`config.mk`:
```
export PLATFORM = sky130hd
export DESIGN_NAME = epiu_top
export DESIGN_NICKNAME = d
export VERILOG_FILES = /design/src/hw/epiu_pkg.sv /design/src/hw/epiu_edge_cell.sv /design/src/hw/epiu_sense.sv /design/src/hw/epiu_top.sv
export SDC_FILE = /design/constraint.sdc
export NUM_CORES = 1
export LEC_CHECK = 0
export ABC_AREA = 1
export BUFFER_PORTS_ARGS = -buffer_cell sky130_fd_sc_hd__clkbuf_2
export CAP_MARGIN = 20
export CELL_PAD_IN_SITES_DETAIL_PLACEMENT = 1
export CELL_PAD_IN_SITES_GLOBAL_PLACEMENT = 1
export CORE_ASPECT_RATIO = 2
export CORE_MARGIN = 10
export CORE_UTILIZATION = 30
export DETAILED_ROUTE_END_ITERATION = 6
export PLACE_DENSITY_LB_ADDON = 0.1
export SYNTH_ARGS = -nofsm -noshare
export SYNTH_HDL_FRONTEND = slang
export SYNTH_HIERARCHICAL = 1
export SYNTH_SLANG_ARGS = --single-unit
```
`constraint.sdc`:
```
create_clock -name clk -period 1.76 [get_ports clk]
set_clock_uncertainty 0.2 [all_clocks]
set_input_delay 0.352 -clock clk [delete_from_list [all_inputs] [get_ports clk]]
set_output_delay 0.352 -clock clk [all_outputs]
set_load 0.02 [all_outputs]
```
`src/hw/epiu_pkg.sv`:
```
package epiu_pkg;
   // register word indices; the byte address on the bus is index * 4
   localparam logic [7:0] IDX_MCU_CONTROL   = 8'h35;
   localparam logic [7:0] IDX_PC_MASK_LOW   = 8'h12;
   localparam logic [7:0] IDX_PC_MASK_HIGH  = 8'h13;
   localparam logic [7:0] IDX_GEN_IRQ_MASK  = 8'h3B;
   localparam logic [7:0] IDX_GEN_IRQ_FLAGS = 8'h3A;
   localparam logic [7:0] IDX_CPU_STATUS    = 8'h3F;
   localparam logic [7:0] IDX_IRQ_ACK       = 8'h40;
   localparam int         ADDR_W            = 10;
   // field positions
   localparam int         BIT_EXT           = 6;
   localparam int         BIT_G1            = 5;
   localparam int         BIT_G0            = 4;
   localparam int         BIT_GIE           = 7;
   localparam logic [7:0] IRQ_REG_MASK      = 8'h70;
   localparam logic [3:0] HIGH_MASK_BITS    = 4'hF;
   // reset values
   localparam logic [7:0] RST_BYTE          = 8'h00;
   localparam logic [31:0] UNMAPPED_DATA    = 32'h0000_0000;
   // sense modes
   typedef enum logic [1:0] {
      EPIU_LOW  = 2'b00,
      EPIU_ANY  = 2'b01,
      EPIU_FALL = 2'b10,
      EPIU_RISE = 2'b11
   } epiu_sense_e;
   // vector numbers
   localparam logic [1:0] VEC_NONE          = 2'h0;
   localparam logic [1:0] VEC_EXT           = 2'h1;
   localparam logic [1:0] VEC_G0            = 2'h2;
   localparam logic [1:0] VEC_G1            = 2'h3;
endpackage

```
`src/hw/epiu_edge_cell.sv`:
```
`timescale 1ns/1ns
module epiu_edge_cell #(
   parameter int W = 8
) (
   // clock and reset
   input  wire logic         clk,
   input  wire logic         arst_n,
   // pins
   input  wire logic [W-1:0] pins,
   input  wire logic [W-1:0] mask,
   // result
   output logic              changed
);
   import epiu_pkg::*;
   logic [W-1:0] prev_q;
   // pin value a cycle ago; pins are already synchronous
   always_ff @(posedge clk or negedge arst_n) begin
      if (!arst_n) begin
         prev_q <= '0;
      end else begin
         prev_q <= pins;
      end
   end
   // any enabled toggle
   always_comb begin
      changed = |((pins ^ prev_q) & mask);
   end
endmodule // epiu_edge_cell

```
`src/hw/epiu_sense.sv`:
```
`timescale 1ns/1ns
module epiu_sense (
   // clock and reset
   input  wire logic       clk,
   input  wire logic       arst_n,
   // pin and mode
   input  wire logic       pin,
   input  wire logic [1:0] mode,
   // results
   output logic            edge_hit,
   output logic            level_low
);
   import epiu_pkg::*;
   logic samp_q;
   // sampled before edge detection, so one clean clock period is enough
   always_ff @(posedge clk or negedge arst_n) begin
      if (!arst_n) begin
         samp_q <= 1'b1;
      end else begin
         samp_q <= pin;
      end
   end
   // edge decode by mode; level path uses the raw pin
   always_comb begin
      level_low = ~pin;
      case (epiu_sense_e'(mode))
         EPIU_LOW:  edge_hit = 1'b0;
         EPIU_ANY:  edge_hit = pin ^ samp_q;
         EPIU_FALL: edge_hit = samp_q & ~pin;
         EPIU_RISE: edge_hit = ~samp_q & pin;
         default:   edge_hit = 1'b0;
      endcase
   end
endmodule // epiu_sense

```
`src/hw/epiu_top.sv`:
```
`timescale 1ns/1ns
module epiu_top (
   // clock and reset
   input  wire logic        clk,
   input  wire logic        arst_n,
   // avalon-mm slave
   input  wire logic [9:0]  avs_address,
   input  wire logic        avs_read,
   input  wire logic        avs_write,
   input  wire logic [31:0] avs_writedata,
   input  wire logic [3:0]  avs_byteenable,
   output logic [31:0]      avs_readdata,
   output logic             avs_waitrequest,
   // pins, read back from the pad whatever its direction
   input  wire logic        ext_irq_pin,
   input  wire logic [11:0] pin_change_inputs,
   // cpu side
   input  wire logic        io_clk_run,
   input  wire logic        vector_taken,
   output logic             irq_req_q,
   output logic [1:0]       irq_vector_q,
   output logic             wake_q
);
   import epiu_pkg::*;

   logic [7:0] mcu_control_q;
   logic [7:0] pin_change_mask_low_q;
   logic [3:0] pin_change_mask_high_q;
   logic [2:0] gen_mask_q;   // ext, g1, g0
   logic       ext_pin_flag_q;
   logic       group1_change_flag_q;
   logic       group0_change_flag_q;
   logic       gie_q;
   logic       ack_q;
   logic [31:0] rdata_q;
   logic       edge_hit;
   logic       level_low;
   logic       pin_change_group0_request;
   logic       pin_change_group1_request;
   logic       level_active;
   logic       ext_take;
   logic       g0_take;
   logic       g1_take;
   logic       wr_go;
   logic       rd_go;
   logic [7:0] idx;
   logic [7:0] wbyte;
   logic [1:0] vec_d;

   // decode helper used by read and write paths
   function automatic logic hit(input logic [7:0] a, input logic [7:0] b);
      return a == b;
   endfunction

   // edge logic runs from our clock; the gate stands in for a stopped io clock
   epiu_sense u_sense (
      .clk       (clk),
      .arst_n    (arst_n),
      .pin       (ext_irq_pin),
      .mode      (mcu_control_q[1:0]),
      .edge_hit  (edge_hit),
      .level_low (level_low)
   );

   epiu_edge_cell #(.W(8)) u_g0 (
      .clk     (clk),
      .arst_n  (arst_n),
      .pins    (pin_change_inputs[7:0]),
      .mask    (pin_change_mask_low_q),
      .changed (pin_change_group0_request)
   );

   epiu_edge_cell #(.W(4)) u_g1 (
      .clk     (clk),
      .arst_n  (arst_n),
      .pins    (pin_change_inputs[11:8]),
      .mask    (pin_change_mask_high_q),
      .changed (pin_change_group1_request)
   );

   // bus decode: at most one access every two cycles, answered one cycle after it is taken
   assign idx   = avs_address[9:2];
   assign wbyte = avs_writedata[7:0];
   assign wr_go = avs_write & avs_waitrequest & ~ack_q & avs_byteenable[0];
   assign rd_go = avs_read & ~ack_q;

   // waitrequest high until the access completes, so the master holds its request
   always_ff @(posedge clk or negedge arst_n) begin
      if (!arst_n) begin
         ack_q <= 1'b0;
      end else begin
         ack_q <= (avs_read | avs_write) & ~ack_q;
      end
   end
   always_ff @(posedge clk or negedge arst_n) begin
      if (!arst_n) begin
         avs_waitrequest <= 1'b1;
      end else begin
         avs_waitrequest <= ~((avs_read | avs_write) & ~ack_q);
      end
   end

   // sense control byte
   always_ff @(posedge clk or negedge arst_n) begin
      if (!arst_n) begin
         mcu_control_q <= RST_BYTE;
      end else if (wr_go && hit(idx, IDX_MCU_CONTROL)) begin
         mcu_control_q <= wbyte;
      end
   end

   // pin masks; reset zero so no pin contributes until enabled
   always_ff @(posedge clk or negedge arst_n) begin
      if (!arst_n) begin
         pin_change_mask_low_q  <= RST_BYTE;
         pin_change_mask_high_q <= '0;
      end else if (wr_go) begin
         if (hit(idx, IDX_PC_MASK_LOW)) begin
            pin_change_mask_low_q <= wbyte;
         end
         if (hit(idx, IDX_PC_MASK_HIGH)) begin
            pin_change_mask_high_q <= wbyte[3:0] & HIGH_MASK_BITS;
         end
      end
   end

   // general mask and global enable (global stands in for the cpu i-flag)
   always_ff @(posedge clk or negedge arst_n) begin
      if (!arst_n) begin
         gen_mask_q <= '0;
         gie_q      <= 1'b0;
      end else if (wr_go) begin
         if (hit(idx, IDX_GEN_IRQ_MASK)) begin
            gen_mask_q <= {wbyte[BIT_EXT], wbyte[BIT_G1], wbyte[BIT_G0]};
         end
         if (hit(idx, IDX_CPU_STATUS)) begin
            gie_q <= wbyte[BIT_GIE];
         end
      end
   end

   // service decode with fixed priority
   assign level_active = (epiu_sense_e'(mcu_control_q[1:0]) == EPIU_LOW) & level_low;
   assign ext_take = gie_q & gen_mask_q[2] & (ext_pin_flag_q | level_active);
   assign g0_take  = gie_q & gen_mask_q[0] & group0_change_flag_q;
   assign g1_take  = gie_q & gen_mask_q[1] & group1_change_flag_q;
   always_comb begin
      if (ext_take) begin
         vec_d = VEC_EXT;
      end else if (g0_take) begin
         vec_d = VEC_G0;
      end else if (g1_take) begin
         vec_d = VEC_G1;
      end else begin
         vec_d = VEC_NONE;
      end
   end

   // ext flag: set wins over clear; held clear in level mode
   always_ff @(posedge clk or negedge arst_n) begin
      if (!arst_n) begin
         ext_pin_flag_q <= 1'b0;
      end else if (epiu_sense_e'(mcu_control_q[1:0]) == EPIU_LOW) begin
         ext_pin_flag_q <= 1'b0;
      end else if (edge_hit && io_clk_run) begin
         ext_pin_flag_q <= 1'b1;
      end else if ((vector_taken && irq_vector_q == VEC_EXT) ||
                   (wr_go && hit(idx, IDX_GEN_IRQ_FLAGS) && wbyte[BIT_EXT])) begin
         ext_pin_flag_q <= 1'b0;
      end
   end

   // group flags: set wins over handler entry or write-one clear
   always_ff @(posedge clk or negedge arst_n) begin
      if (!arst_n) begin
         group0_change_flag_q <= 1'b0;
         group1_change_flag_q <= 1'b0;
      end else begin
         if (pin_change_group0_request) begin
            group0_change_flag_q <= 1'b1;
         end else if ((vector_taken && irq_vector_q == VEC_G0) ||
                      (wr_go && hit(idx, IDX_GEN_IRQ_FLAGS) && wbyte[BIT_G0])) begin
            group0_change_flag_q <= 1'b0;
         end
         if (pin_change_group1_request) begin
            group1_change_flag_q <= 1'b1;
         end else if ((vector_taken && irq_vector_q == VEC_G1) ||
                      (wr_go && hit(idx, IDX_GEN_IRQ_FLAGS) && wbyte[BIT_G1])) begin
            group1_change_flag_q <= 1'b0;
         end
      end
   end

   // request and vector to the cpu; level request drops at the first clock edge after the pin rises
   always_ff @(posedge clk or negedge arst_n) begin
      if (!arst_n) begin
         irq_req_q    <= 1'b0;
         irq_vector_q <= VEC_NONE;
      end else begin
         irq_req_q    <= (vec_d != VEC_NONE);
         irq_vector_q <= vec_d;
      end
   end

   // wake: raw level and masked pin differences, no edge clock needed
   // limitation: a real part would use an unclocked path; here it is registered
   always_ff @(posedge clk or negedge arst_n) begin
      if (!arst_n) begin
         wake_q <= 1'b0;
      end else begin
         wake_q <= (gen_mask_q[2] & level_active)
                 | (gen_mask_q[0] & pin_change_group0_request)
                 | (gen_mask_q[1] & pin_change_group1_request);
      end
   end

   // read mux; reserved bits are zero
   always_ff @(posedge clk or negedge arst_n) begin
      if (!arst_n) begin
         rdata_q <= UNMAPPED_DATA;
      end else if (rd_go) begin
         if (hit(idx, IDX_MCU_CONTROL)) begin
            rdata_q <= {24'h000000, mcu_control_q};
         end else if (hit(idx, IDX_PC_MASK_LOW)) begin
            rdata_q <= {24'h000000, pin_change_mask_low_q};
         end else if (hit(idx, IDX_PC_MASK_HIGH)) begin
            rdata_q <= {28'h0000000, pin_change_mask_high_q};
         end else if (hit(idx, IDX_GEN_IRQ_MASK)) begin
            rdata_q <= {24'h000000, 1'b0, gen_mask_q[2], gen_mask_q[1], gen_mask_q[0], 4'h0} &
                       {24'h000000, IRQ_REG_MASK};
         end else if (hit(idx, IDX_GEN_IRQ_FLAGS)) begin
            rdata_q <= {24'h000000, 1'b0, ext_pin_flag_q, group1_change_flag_q,
                        group0_change_flag_q, 4'h0};
         end else if (hit(idx, IDX_CPU_STATUS)) begin
            rdata_q <= {24'h000000, gie_q, 7'h00};
         end else begin
            rdata_q <= UNMAPPED_DATA;
         end
      end
   end
   assign avs_readdata = rdata_q;

endmodule // epiu_top

```
# Word level (Yosys, flattened, before mapping)
# Cells that the tools add are included.
# W data, S select, Z words.
[totals] out_inout_bits=37 wordCells=99 in_bits=65 reg_bits=78
[op_classes] eq_ne=12 n_reduce_logical=23 bitwise_logic=30 muxes=17
[op_table] op="$mux W8" n=6
[op_table] op="$eq A8 B6 Y1 const B" n=4
[op_table] op="$and A1 B1 Y1" n=17
[op_table] op="$eq A8 B5 Y1 const B" n=2
[op_table] op="$logic_and A1 B1 Y1" n=9
[op_table] op="$and A8 B8 Y8" n=1
[op_table] op="$eq A2 B2 Y1 const B" n=4
[op_table] op="$reduce_and A2 Y1" n=4
[op_table] op="$reduce_or A8 Y1" n=1
[op_table] op="$xor A8 B8 Y8" n=1
[op_table] op="$mux W1" n=7
[op_table] op="$mux W2" n=3
[op_table] op="$reduce_bool A2 Y1" n=3
[op_table] op="$and A4 B4 Y4" n=1
[op_table] op="$eq A2 B1 Y1 const B" n=2
[op_table] op="$not A1 Y1" n=4
[op_table] op="$or A1 B1 Y1" n=4
[op_table] op="$pmux W1 S4" n=1
[op_table] op="$reduce_or A4 Y1" n=1
[op_table] op="$xor A4 B4 Y4" n=1
[op_table] op="$logic_or A1 B1 Y1" n=3
[op_table] op="$reduce_bool A3 Y1" n=1
[op_table] op="$logic_not A2 Y1" n=1
[op_table] op="$xor A1 B1 Y1" n=1

# Logic depth before layout (Yosys ltp)
# Gate-level depths: netlist of run 1.
[logic_depth] depth_word=9 ltp_mapped=10 depth_no_buf=10

# By module
# Netlist of run 1, hierarchy kept.
[by_module_without_submodules] module="epiu_top" n_inst=1 cells_per_inst=269 seq_area_each_um2=1027.2 area_each_um2=2272.2
[by_module_without_submodules] module="epiu_edge_cell at u_g0" n_inst=1 cells_per_inst=55 seq_area_each_um2=200.2 area_each_um2=391.6
[by_module_without_submodules] module="epiu_edge_cell at u_g1" n_inst=1 cells_per_inst=26 seq_area_each_um2=100.1 area_each_um2=185.2
[by_module_without_submodules] module="epiu_sense" n_inst=1 cells_per_inst=12 seq_area_each_um2=26.3 area_each_um2=90.1

# Worst setup path after synthesis of run 1
# Ideal clock, no wire load.
[synth_timing] path_kind="reg-to-reg" startpoint="register avs_waitrequest" endpoint="register mcu_control_q[1]" required_ns=1.441 setup_time_ns=0.119 path_buffers=1 t_arrival_ns=1.363 slack_ns=0.078 path_stages_with_launch=8 period_less_slack_ns=1.682 path_cell_list="dfstp_2 nand2_1 nor2_8 inv_2 nor2_8 buf_8 nand2_1 o21a_1"
[synth_between] elab_chain_len=4
[synth_lines] item="start, declared" line_no="epiu_top.sv:13" source="output logic avs_waitrequest,"
[synth_lines] item="start signal, assigned" line_no="epiu_top.sv:99" source="avs_waitrequest <= ~((avs_read | avs_write) & ~ack_q);"
[synth_lines] item="$and A1 B1 Y1 (3 in series)" line_no="epiu_top.sv:84" source="assign wr_go = avs_write & avs_waitrequest & ~ack_q & avs_byteenable[0];"
[synth_lines] item="$logic_and A1 B1 Y1" line_no="epiu_top.sv:107" source="end else if (wr_go && hit(idx, IDX_MCU_CONTROL)) begin"
[synth_lines] item="end signal, assigned" line_no="epiu_top.sv:108" source="mcu_control_q <= wbyte;"
[synth_lines] item="end, declared" line_no="epiu_top.sv:26" source="logic [7:0] mcu_control_q;"
# No other way between the ends.
# A chain may end at the register's enable or synchronous reset.

# Final worst setup path of run 1
[layout_timing] startpoint="register avs_waitrequest" endpoint="register mcu_control_q[5]"
# The elaborated chain is that of the path after synthesis.

==> impl_metrics.yaml, run 1 <==
worst_setup_path:
  r2r_end: "mcu_control_q[5]$_DFFE_PN0P_"
  critPathKind: "reg -> reg"
  crit_chain: "nand2_1 -> nor2_8 -> inv_2 -> nor2_4 -> nand2_1 -> o21a_1"
  crit_buf_inv: 1
  crit_path_top_delay_cell: "dfstp_2"
  crit_fanout: 7
  reg2regPathDepth: 6
  arrival_ns: 1.67
  critPathRequiredTime_ns: 1.75
  timing.rr.start: "avs_waitrequest$_DFF_PN1_"
  ff2ff_setup_slack_ns: 0.08
  cp_common_cell: "nand2_1"
  startpoint_type: "flop"
  slowest_delay_ns: 0.53
  critPathCaptureType: "flop"
  cp_top_family: "simple AND/OR/NAND/NOR gates"
synth:
  yosysWarnings: 6
  synth_seq_cells: 54
  syn_area_mm2: 0.002939
  synth_top_area_share: 0.4427
  synth_cells: 362
  synth.distinct_cells: 28
  avgSynthCellArea_um2: 8.119
  ys_seq_area_frac: 0.4606
  synth_area_leaders: "dfrtp_1, nand2_1, nand3_1"
  yosysTopAreaCell: "dfrtp_1"
grt:
  grt-ovfl-total: 0
  grt_pass1_vias: 2822
  grt_start_max_net_pins: 19
  antenna_found_initial: 0
  grt_pass1_wl_mm: 14.07
  grt.total_usage: 0.1215
pwr:
  powerDensity_mw_per_mm2: 736.8
  p_int_uw: 1993
  leakagePower_uw: 0.002059
  pwr-share-clk: 0.376
  swShare: 0.2660
  seq_power_share: 0.492
  pwr-share-comb: 0.132
  ir_drop_uv: 380.2
  p_sw_uw: 722.5
timing:
  fin_crit_sh: 0.9554
  slew_viol_final: 0
  rsz0062_at_grt: "false"
  clock.fmax_ghz: 0.5947
  hold_viol: 0
  tightest_slew_ns: 0.6388
  timing.final.ws_setup_ns: 0.07849
  maxSlewHeadroom: 0.5742
  fin_tns_setup_ns: 0
  setup_viol: 0
  fin_crit_ns: 1.682
min_path:
  hp-class: "in -> reg"
  hold_path_depth: 1
  min_from: "pin_change_inputs[5]"
  min_to: "u_g0/prev_q[5]$_DFF_PN0_"
clock_network:
  clock_path_buffers: 2
  cts_tree: "done"
  cts.sinks: 54
  path_clk_slew_ns: 0.07
  cts-root-buf: "clkbuf_16"
  cts_buffers: 5
  clk_latency_ns: 0.30
  htree_levels: 2
routing:
  drt_wl_total_mm: 8.703
  drcViolationCount: 0
  drtAntennaViolNets: 0
  first_pass_iters: 4
  via_count: 2509
  wl_per_cell_um: 15.08
  via_per_inst: 4.348
  drt_iter0_markers: 73
cells_and_area:
  nets: 511
  drive_gt1_frac: 0.2517
  n_antenna_cell: 0
  syn2layout_area_growth_pct: 25.42
floorplan:
  die_y_um: 160.0
  dieArea_mm2: 0.01440
  die_w_um: 89.99
  io_pins: 102
  fp-row-count: 51
  start_util: 0.3050
  core_mm2: 0.009635
placement:
  dp_hpwl_mm: 7.016
  place.gp.congestion: 0.7894
  pre_cts_ws_ns: 0.05637
  io_buffer_count: 48
run:
  maxCapViolCount: 0
outcome:
  status: "finished, final reports clean"
## how the worst max path moves through the flow
| stage | from | to | slack [ns] | cells after the start |
|---|---|---|---|---|
| global placement | avs_waitrequest$_DFF_PN1_ | mcu_control_q[1]$_DFFE_PN0P_ | 0.07 | 6 |
| detailed placement | avs_waitrequest$_DFF_PN1_ | mcu_control_q[4]$_DFFE_PN0P_ | 0.06 | 6 |
| floorplan | avs_waitrequest$_DFF_PN1_ | mcu_control_q[1]$_DFFE_PN0P_ | 0.08 | 7 |
| CTS | pin_change_inputs[3] | wake_q$_DFF_PN0_ | 0.03 | 10 |
| global route | pin_change_inputs[3] | wake_q$_DFF_PN0_ | 0.003 | 10 |
| finish | avs_waitrequest$_DFF_PN1_ | mcu_control_q[5]$_DFFE_PN0P_ | 0.08 | 6 |
## what timing repair did
| item | CTS | global route |
|---|---|---|
| gates resized for setup | 0 | 3 |
| endpoints found under the hold margin | 19 | 0 |
| hold buffers | 13 | 0 |
| setup endpoints to repair | 0 | 14 |
| buffers inserted | 0 | 2 |
## per-stage QoR
step,power [µW],std cells,util,cell area [µm²],hold slack [ns]
after floorplan,1573,385,-,3025,-0.1436
after global placement,1689,553,0.3500,3372,0.2068
after detailed placement,1702,553,0.3500,3372,0.2060
after CTS,2753,574,0.3788,3650,0.007373
after global routing,2846,577,0.3825,3686,0.01091
final,2716,577,0.3825,3686,0.006471
## logic make-up (layout without fill, tap and decap cells)
family          Yosys count  after routing  share of synthesized area
simple gates            191            192                     0.3112
buf+inv                  83            142                     0.1490
flops                    54             54                     0.4606
compound gates           31             31                    0.06939
fa+ha+maj                 2              2                   0.008513
other cells               1             24                   0.001276
## registers in the layout (all words and copies together) (netlist names)
| name | count |
|---|---|
| gie_q | 1 |
| u_sense/samp_q | 1 |
| wake_q | 1 |
| avs_readdata | 8 |
| group1_change_flag_q | 1 |
| pin_change_mask_high_q | 4 |
| u_g0/prev_q | 8 |
| ext_pin_flag_q | 1 |
| avs_waitrequest | 1 |
| irq_vector_q | 2 |
| ack_q | 1 |
| irq_req_q | 1 |
| gen_mask_q | 3 |
| pin_change_mask_low_q | 8 |
| mcu_control_q | 8 |
| u_g1/prev_q | 4 |
| group0_change_flag_q | 1 |
## cell usage after synthesis
master,instances
dfrtp_1,52
inv_2,4
inv_1,49
nand4_1,6
nand3_1,47
clkinv_1,1
nor3_1,1
ha_1,2
nor2_2,3
buf_8,1
nand2_1,101
nor2_4,3
a21oi_1,1
inv_4,1
nor2_8,3
nand3_2,1
nor2_1,15
conb_1,1
o21ai_0,13
o21bai_1,2
buf_6,3
nand2_4,2
o21a_1,7
o21ai_1,1
dfstp_2,2
nand2_2,9
o21ai_2,7
buf_4,24
## routing by layer
layer | track usage | routed length (µm) | share of wire | vias to the layer above
met1 | 0.1140 | 3072 | 0.35 | 1201
met5 | 0 | 0 | 0 | -
met2 | 0.2460 | 5166 | 0.59 | 51
met4 | 0.04221 | 121 | 0.014 | 0
li1 | - | - | - | 1251
met3 | 0.02488 | 343 | 0.039 | 6
## power groups by stage
stage	clock, µW	sequential [µW]	combinational, µW
3_3_place_gp	0	1360	329
5_1_grt	1090	1340	408
2_1_floorplan	0	1350	219
4_1_cts	1050	1340	364
6_report	1020	1340	360
3_5_place_dp	0	1360	340
## cells in the final DEF (no fill, tap or decap), types with 13 or more instances in the layout
master | netlist | layout
nand2_1 | 101 | 100
dfrtp_1 | 52 | 52
inv_1 | 49 | 49
clkbuf_2 | 0 | 48
nand3_1 | 47 | 46
conb_1 | 1 | 24
nor2_1 | 15 | 14
buf_4 | 24 | 14
o21ai_0 | 13 | 13
dlygate4sd3_1 | 0 | 13
## layout make-up
type | instances | area (µm²)
sequential | 54 | 1354
fill | 1207 | 5949
multi-input combinational | 249 | 1255
clock buffer | 7 | 142.6
inverter | 55 | 209.0
timing repair buffer | 79 | 555.5
tap | 132 | 165.2
clock inverter | 1 | 5.005
## worst register-to-register path: cells and delay by family (launching register included)
kind	cells	cell delay [ns]
compound gates	1	0.10
buf+inv	1	0.13
flops	1	0.53
simple gates	4	0.62
No activity file was read; power rests on OpenSTA's default activity.
==> run 2: changes to the inputs <==
- clock period: 1.76 -> 1.7 ns (I/O delays scaled with it)
==> impl_metrics.yaml, run 2 (synthesis gave the netlist of run 1 again) <==
timing:
  setup_viol: 0
  slew_viol_final: 0
  fin_tns_setup_ns: 0
  rsz0062_at_grt: "false"
  clock.fmax_ghz: 0.6061
  hold_viol: 0
  fin_crit_ns: 1.650
  fin_crit_sh: 0.9705
  whs_ns: 0.1065
  timing.final.ws_setup_ns: 0.05019
clock_network:
  cts_buffers: 5
  cts_tree: "done"
  clk_latency_ns: 0.30
  clock_path_buffers: 2
  cts-root-buf: "clkbuf_16"
  cts.sinks: 54
  htree_levels: 2
  path_clk_slew_ns: 0.07
pwr:
  powerDensity_mw_per_mm2: 768.4
  swShare: 0.2657
  leakagePower_uw: 0.002039
  p_sw_uw: 741.5
  pwr-share-clk: 0.381
  seq_power_share: 0.495
  ir_drop_uv: 478.7
  p_int_uw: 2049
  pwr-share-comb: 0.124
  p_total_uw: 2791
cells_and_area:
  stdcell_count: 573
  nets: 507
  fillers: 1199
  seqCellArea_mm2: 0.001354
  multi_input_area_mm2: 0.001244
  n_antenna_cell: 0
  syn2layout_area_growth_pct: 23.58
  drive_gt1_frac: 0.2426
  most-common-layout-cells: "nand2_1, dfrtp_1, inv_1"
  mostFrequentLayoutCell: "nand2_1"
grt:
  antenna_found_initial: 0
  grt_start_max_net_pins: 55
  grt_pass1_vias: 2727
  grt.total_usage: 0.1160
  grt-ovfl-total: 0
  grt_pass1_wl_mm: 13.49
floorplan:
  start_util: 0.3050
  dieArea_mm2: 0.01440
  die_w_um: 89.99
  die_y_um: 160.0
  io_pins: 102
  fp-row-count: 51
  core_mm2: 0.009635
worst_setup_path:
  ff2ff_setup_slack_ns: 0.05
  critPathCaptureType: "flop"
  crit_fanout: 7
  arrival_ns: 1.64
  critPathKind: "reg -> reg"
  startpoint_type: "flop"
  critPathRequiredTime_ns: 1.69
routing:
  first_pass_iters: 4
  via_count: 2467
  drtAntennaViolNets: 0
  drt_iter0_markers: 88
  via_per_inst: 4.305
  wl_per_cell_um: 14.65
  drcViolationCount: 0
  drt_wl_total_mm: 8.394
placement:
  pre_cts_ws_ns: 0.001209
  post-place-cells: 546
  place.gp.congestion: 0.7595
  io_buffer_count: 48
  dp_hpwl_mm: 6.624
min_path:
  hp-class: "in -> reg"
run:
  maxCapViolCount: 0
outcome:
  status: "finished, final reports clean"
## run 2: what timing repair did
| action | 4_1_cts | 5_1_grt |
|---|---|---|
| buffers inserted | 0 | 6 |
| resized for setup | 0 | 4 |
| pin swaps | 1 | 3 |
| endpoints found under the hold margin | 65 | 0 |
| endpoints found under the setup margin | 3 | 17 |
| hold buffers | 14 | 0 |
## run 2: critical path, stage by stage (launching register included)
cell     delay, ns
dfstp_2       0.53
nand2_1       0.12
nor2_8        0.15
inv_2         0.08
nor2_8        0.12
buf_4         0.18
nand2_1       0.07
o21a_1        0.10
## run 2: path summary, 6_finish.rpt
path	to	depth (start not counted)	start
setup / recovery	mcu_control_q[4]$_DFFE_PN0P_	7	avs_waitrequest$_DFF_PN1_
hold / removal	mcu_control_q[7]$_DFFE_PN0P_	3	avs_writedata[7]
setup reg to reg	mcu_control_q[4]$_DFFE_PN0P_	7	avs_waitrequest$_DFF_PN1_
hold reg to reg	avs_readdata[2]$_DFFE_PN0P_	2	avs_readdata[2]$_DFFE_PN0P_
max in group asynchronous	avs_waitrequest$_DFF_PN1_	3	arst_n
min in group asynchronous	irq_req_q$_DFF_PN0_	3	arst_n
## run 2: per-layer routing
| metal | track usage | share of wire | vias to the layer above | routed length [µm] |
|---|---|---|---|---|
| met5 | 0 | 0 | - | 0 |
| met4 | 0.04440 | 0.017 | 0 | 143 |
| met3 | 0.02207 | 0.037 | 7 | 312 |
| met2 | 0.2357 | 0.58 | 48 | 4903 |
| met1 | 0.1075 | 0.36 | 1174 | 3035 |
| li1 | - | - | 1238 | - |
## run 2: cell type report
class                           instances  share of cell area
Clock buffer                            7             0.03927
Clock inverter                          1            0.001378
Inverter                               55             0.05753
Multi-Input combinational cell        248              0.3424
Sequential cell                        54              0.3727
Tap cell                              132             0.04547
Timing Repair Buffer                   76              0.1412
## run 2: per-stage QoR
stage,instance area [µm²],util
global route,3632,0.3770
detailed placement,3294,0.3419
floorplan,3025,-
global placement,3294,0.3419
CTS,3582,0.3718
finish,3632,0.3770
## run 2: power groups by stage
stage	Sequential, µW	Clock, µW	Combinational (µW)
floorplan	1400	0	227
global placement	1410	0	318
detailed placement	1410	0	326
CTS	1380	1100	352
global route	1390	1140	394
finish	1380	1060	347
==> run 3: changes to the inputs <==
- SYNTH_HIERARCHICAL: 1 -> unset
==> impl_metrics.yaml, run 3 <==
worst_setup_path:
  critPathCaptureType: "flop"
  arrival_ns: 1.63
  critPathRequiredTime_ns: 1.68
  startpoint_type: "flop"
  crit_fanout: 16
  reg2regPathDepth: 5
  critPathKind: "reg -> reg"
clock_network:
  clock_path_buffers: 2
  htree_levels: 2
  clk_latency_ns: 0.29
  post_cts_buffers: 0
  path_clk_slew_ns: 0.07
  cts_tree: "done"
  cts.sinks: 54
  cts_buffers: 5
  cts-root-buf: "clkbuf_16"
timing:
  hold_viol: 0
  timing.final.ws_setup_ns: 0.05228
  fin_crit_sh: 0.9692
  slew_viol_final: 0
  clock.fmax_ghz: 0.6069
  fin_crit_ns: 1.648
  fin_tns_setup_ns: 0
  rsz0062_at_grt: "true"
  setup_viol: 0
  whs_ns: 0.08483
routing:
  drtAntennaViolNets: 0
  via_per_inst: 4.335
  via_count: 2423
  first_pass_iters: 4
  drt_iter0_markers: 88
  drcViolationCount: 0
  wl_per_cell_um: 15.13
  drt_wl_total_mm: 8.458
grt:
  grt-ovfl-total: 0
  antenna_found_initial: 0
  grt_pass1_vias: 2576
  grt_pass1_wl_mm: 13.59
  grt.total_usage: 0.1173
  grt_start_max_net_pins: 55
floorplan:
  die_y_um: 161.4
  fp-row-count: 51
  io_pins: 102
  start_util: 0.3071
  core_mm2: 0.009763
  dieArea_mm2: 0.01463
  die_w_um: 90.69
min_path:
  hp-class: "in -> reg"
  hold_path_depth: 3
pwr:
  p_total_uw: 2819
  powerDensity_mw_per_mm2: 769.6
  ir_drop_uv: 567.3
  leakagePower_uw: 0.001986
synth:
  yosysWarnings: 0
  synth.distinct_cells: 31
  syn_area_mm2: 0.002998
  ys.flop_type: "dfrtp_1"
  synth_seq_cells: 54
  avgSynthCellArea_um2: 8.493
  ys_seq_area_frac: 0.4516
  ys_async_sr_fraction: 1.000
  synth_top_area_share: 0.4341
  synth_edf_count: 0
  synth_common_cells: "nand2_1, dfrtp_1, nand3_1"
  synth_area_leaders: "dfrtp_1, nand2_1, nand3_1"
  synth_cells: 353
  yosysMostFrequentCell: "nand2_1"
  yosysTopAreaCell: "dfrtp_1"
cells_and_area:
  stdcell_count: 559
  fillers: 1205
  most-common-layout-cells: "nand2_1, dfrtp_1, clkbuf_2"
  syn2layout_area_growth_pct: 22.20
  mostFrequentLayoutCell: "nand2_1"
  multi_input_area_mm2: 0.001349
  nets: 493
  n_antenna_cell: 0
  drive_gt1_frac: 0.2646
  seqCellArea_mm2: 0.001354
placement:
  post-place-cells: 538
  pre_cts_ws_ns: 0.005939
  place.gp.congestion: 0.8112
  dp_hpwl_mm: 6.818
  io_buffer_count: 48
run:
  maxCapViolCount: 0
outcome:
  status: "finished, final reports clean"
-- run 3: cell count changes after synthesis, moves of 3 or more --
cell / before / now
nand2_2: 9 / 5
nand3_1: 47 / 44
or2_2: 0 / 7
o21ai_0: 13 / 7
nand3_4: 0 / 4
inv_1: 49 / 40
o21ai_2: 7 / 16
inv_2: 4 / 1
o21a_1: 7 / 0
o21ai_1: 1 / 8
nand2_1: 101 / 97
nand4_1: 6 / 2
-- run 3: worst paths after layout --
check                                                  start                            to  slack, ns
worst max register to register     avs_waitrequest$_DFF_PN1_  mcu_control_q[6]$_DFFE_PN0P_       0.05
worst min register to register  mcu_control_q[4]$_DFFE_PN0P_  mcu_control_q[4]$_DFFE_PN0P_       0.28
worst max-delay path               avs_waitrequest$_DFF_PN1_  mcu_control_q[6]$_DFFE_PN0P_       0.05
min in group asynchronous                             arst_n      u_g0.prev_q[7]$_DFF_PN0_       0.36
worst min-delay path                        avs_writedata[7]             gie_q$_DFFE_PN0P_       0.08
max in group asynchronous                             arst_n     avs_waitrequest$_DFF_PN1_       0.61
-- run 3: per-layer routing --
layer | vias up | share of wire | global-route usage
li1 | 1226 | - | -
met2 | 49 | 0.57 | 0.2241
met5 | - | 0 | 0
met1 | 1141 | 0.37 | 0.1191
met3 | 7 | 0.043 | 0.02461
met4 | 0 | 0.019 | 0.04585
-- run 3: layout make-up --
type                    instances  share of cell area
repair buffers                 71              0.1339
flip-flops and latches         54              0.3695
clock inverters                 1            0.001366
multi-input cells             252              0.3682
well taps                     132             0.04508
inverters                      42             0.04303
clock buffers                   7             0.03893
-- run 3: power breakdown --
group	total (µW)	switching (µW)	internal [µW]
Clock	1050	468	586
Combinational	382	244	139
Sequential	1380	40.8	1340
-- run 3: critical path: stages, from the launching register on --
cell and delay (ns):
dfstp_2 0.53, nand2_1 0.12, nor2_8 0.21, nand3_4 0.25
nand2_1 0.16, o21ai_2 0.06
-- run 3: cell families (layout without fill, tap and decap cells) --
kind of cell | count (synthesis) | count (layout) | synth area share
flops | 54 | 54 | 0.4516
buf+inv | 70 | 121 | 0.1290
compound gates | 34 | 34 | 0.07888
other cells | 1 | 24 | 0.001251
simple gates | 192 | 192 | 0.3310
fa+ha+maj | 2 | 2 | 0.008346
-- run 3: repair_timing --
| item | 4_1_cts | 5_1_grt |
|---|---|---|
| pin swaps | 1 | 3 |
| hold buffers | 14 | 0 |
| gates cloned | 0 | 0 |
| setup endpoints to repair | 1 | 14 |
| resized for setup | 0 | 3 |
| endpoints found under the hold margin | 65 | 0 |
-- run 3: through the flow --
stage | instance area (µm²) | util
after floorplan | 3084 | -
after global placement | 3373 | 0.3455
after detailed placement | 3373 | 0.3455
after CTS | 3661 | 0.3750
after global routing | 3664 | 0.3752
final | 3664 | 0.3752
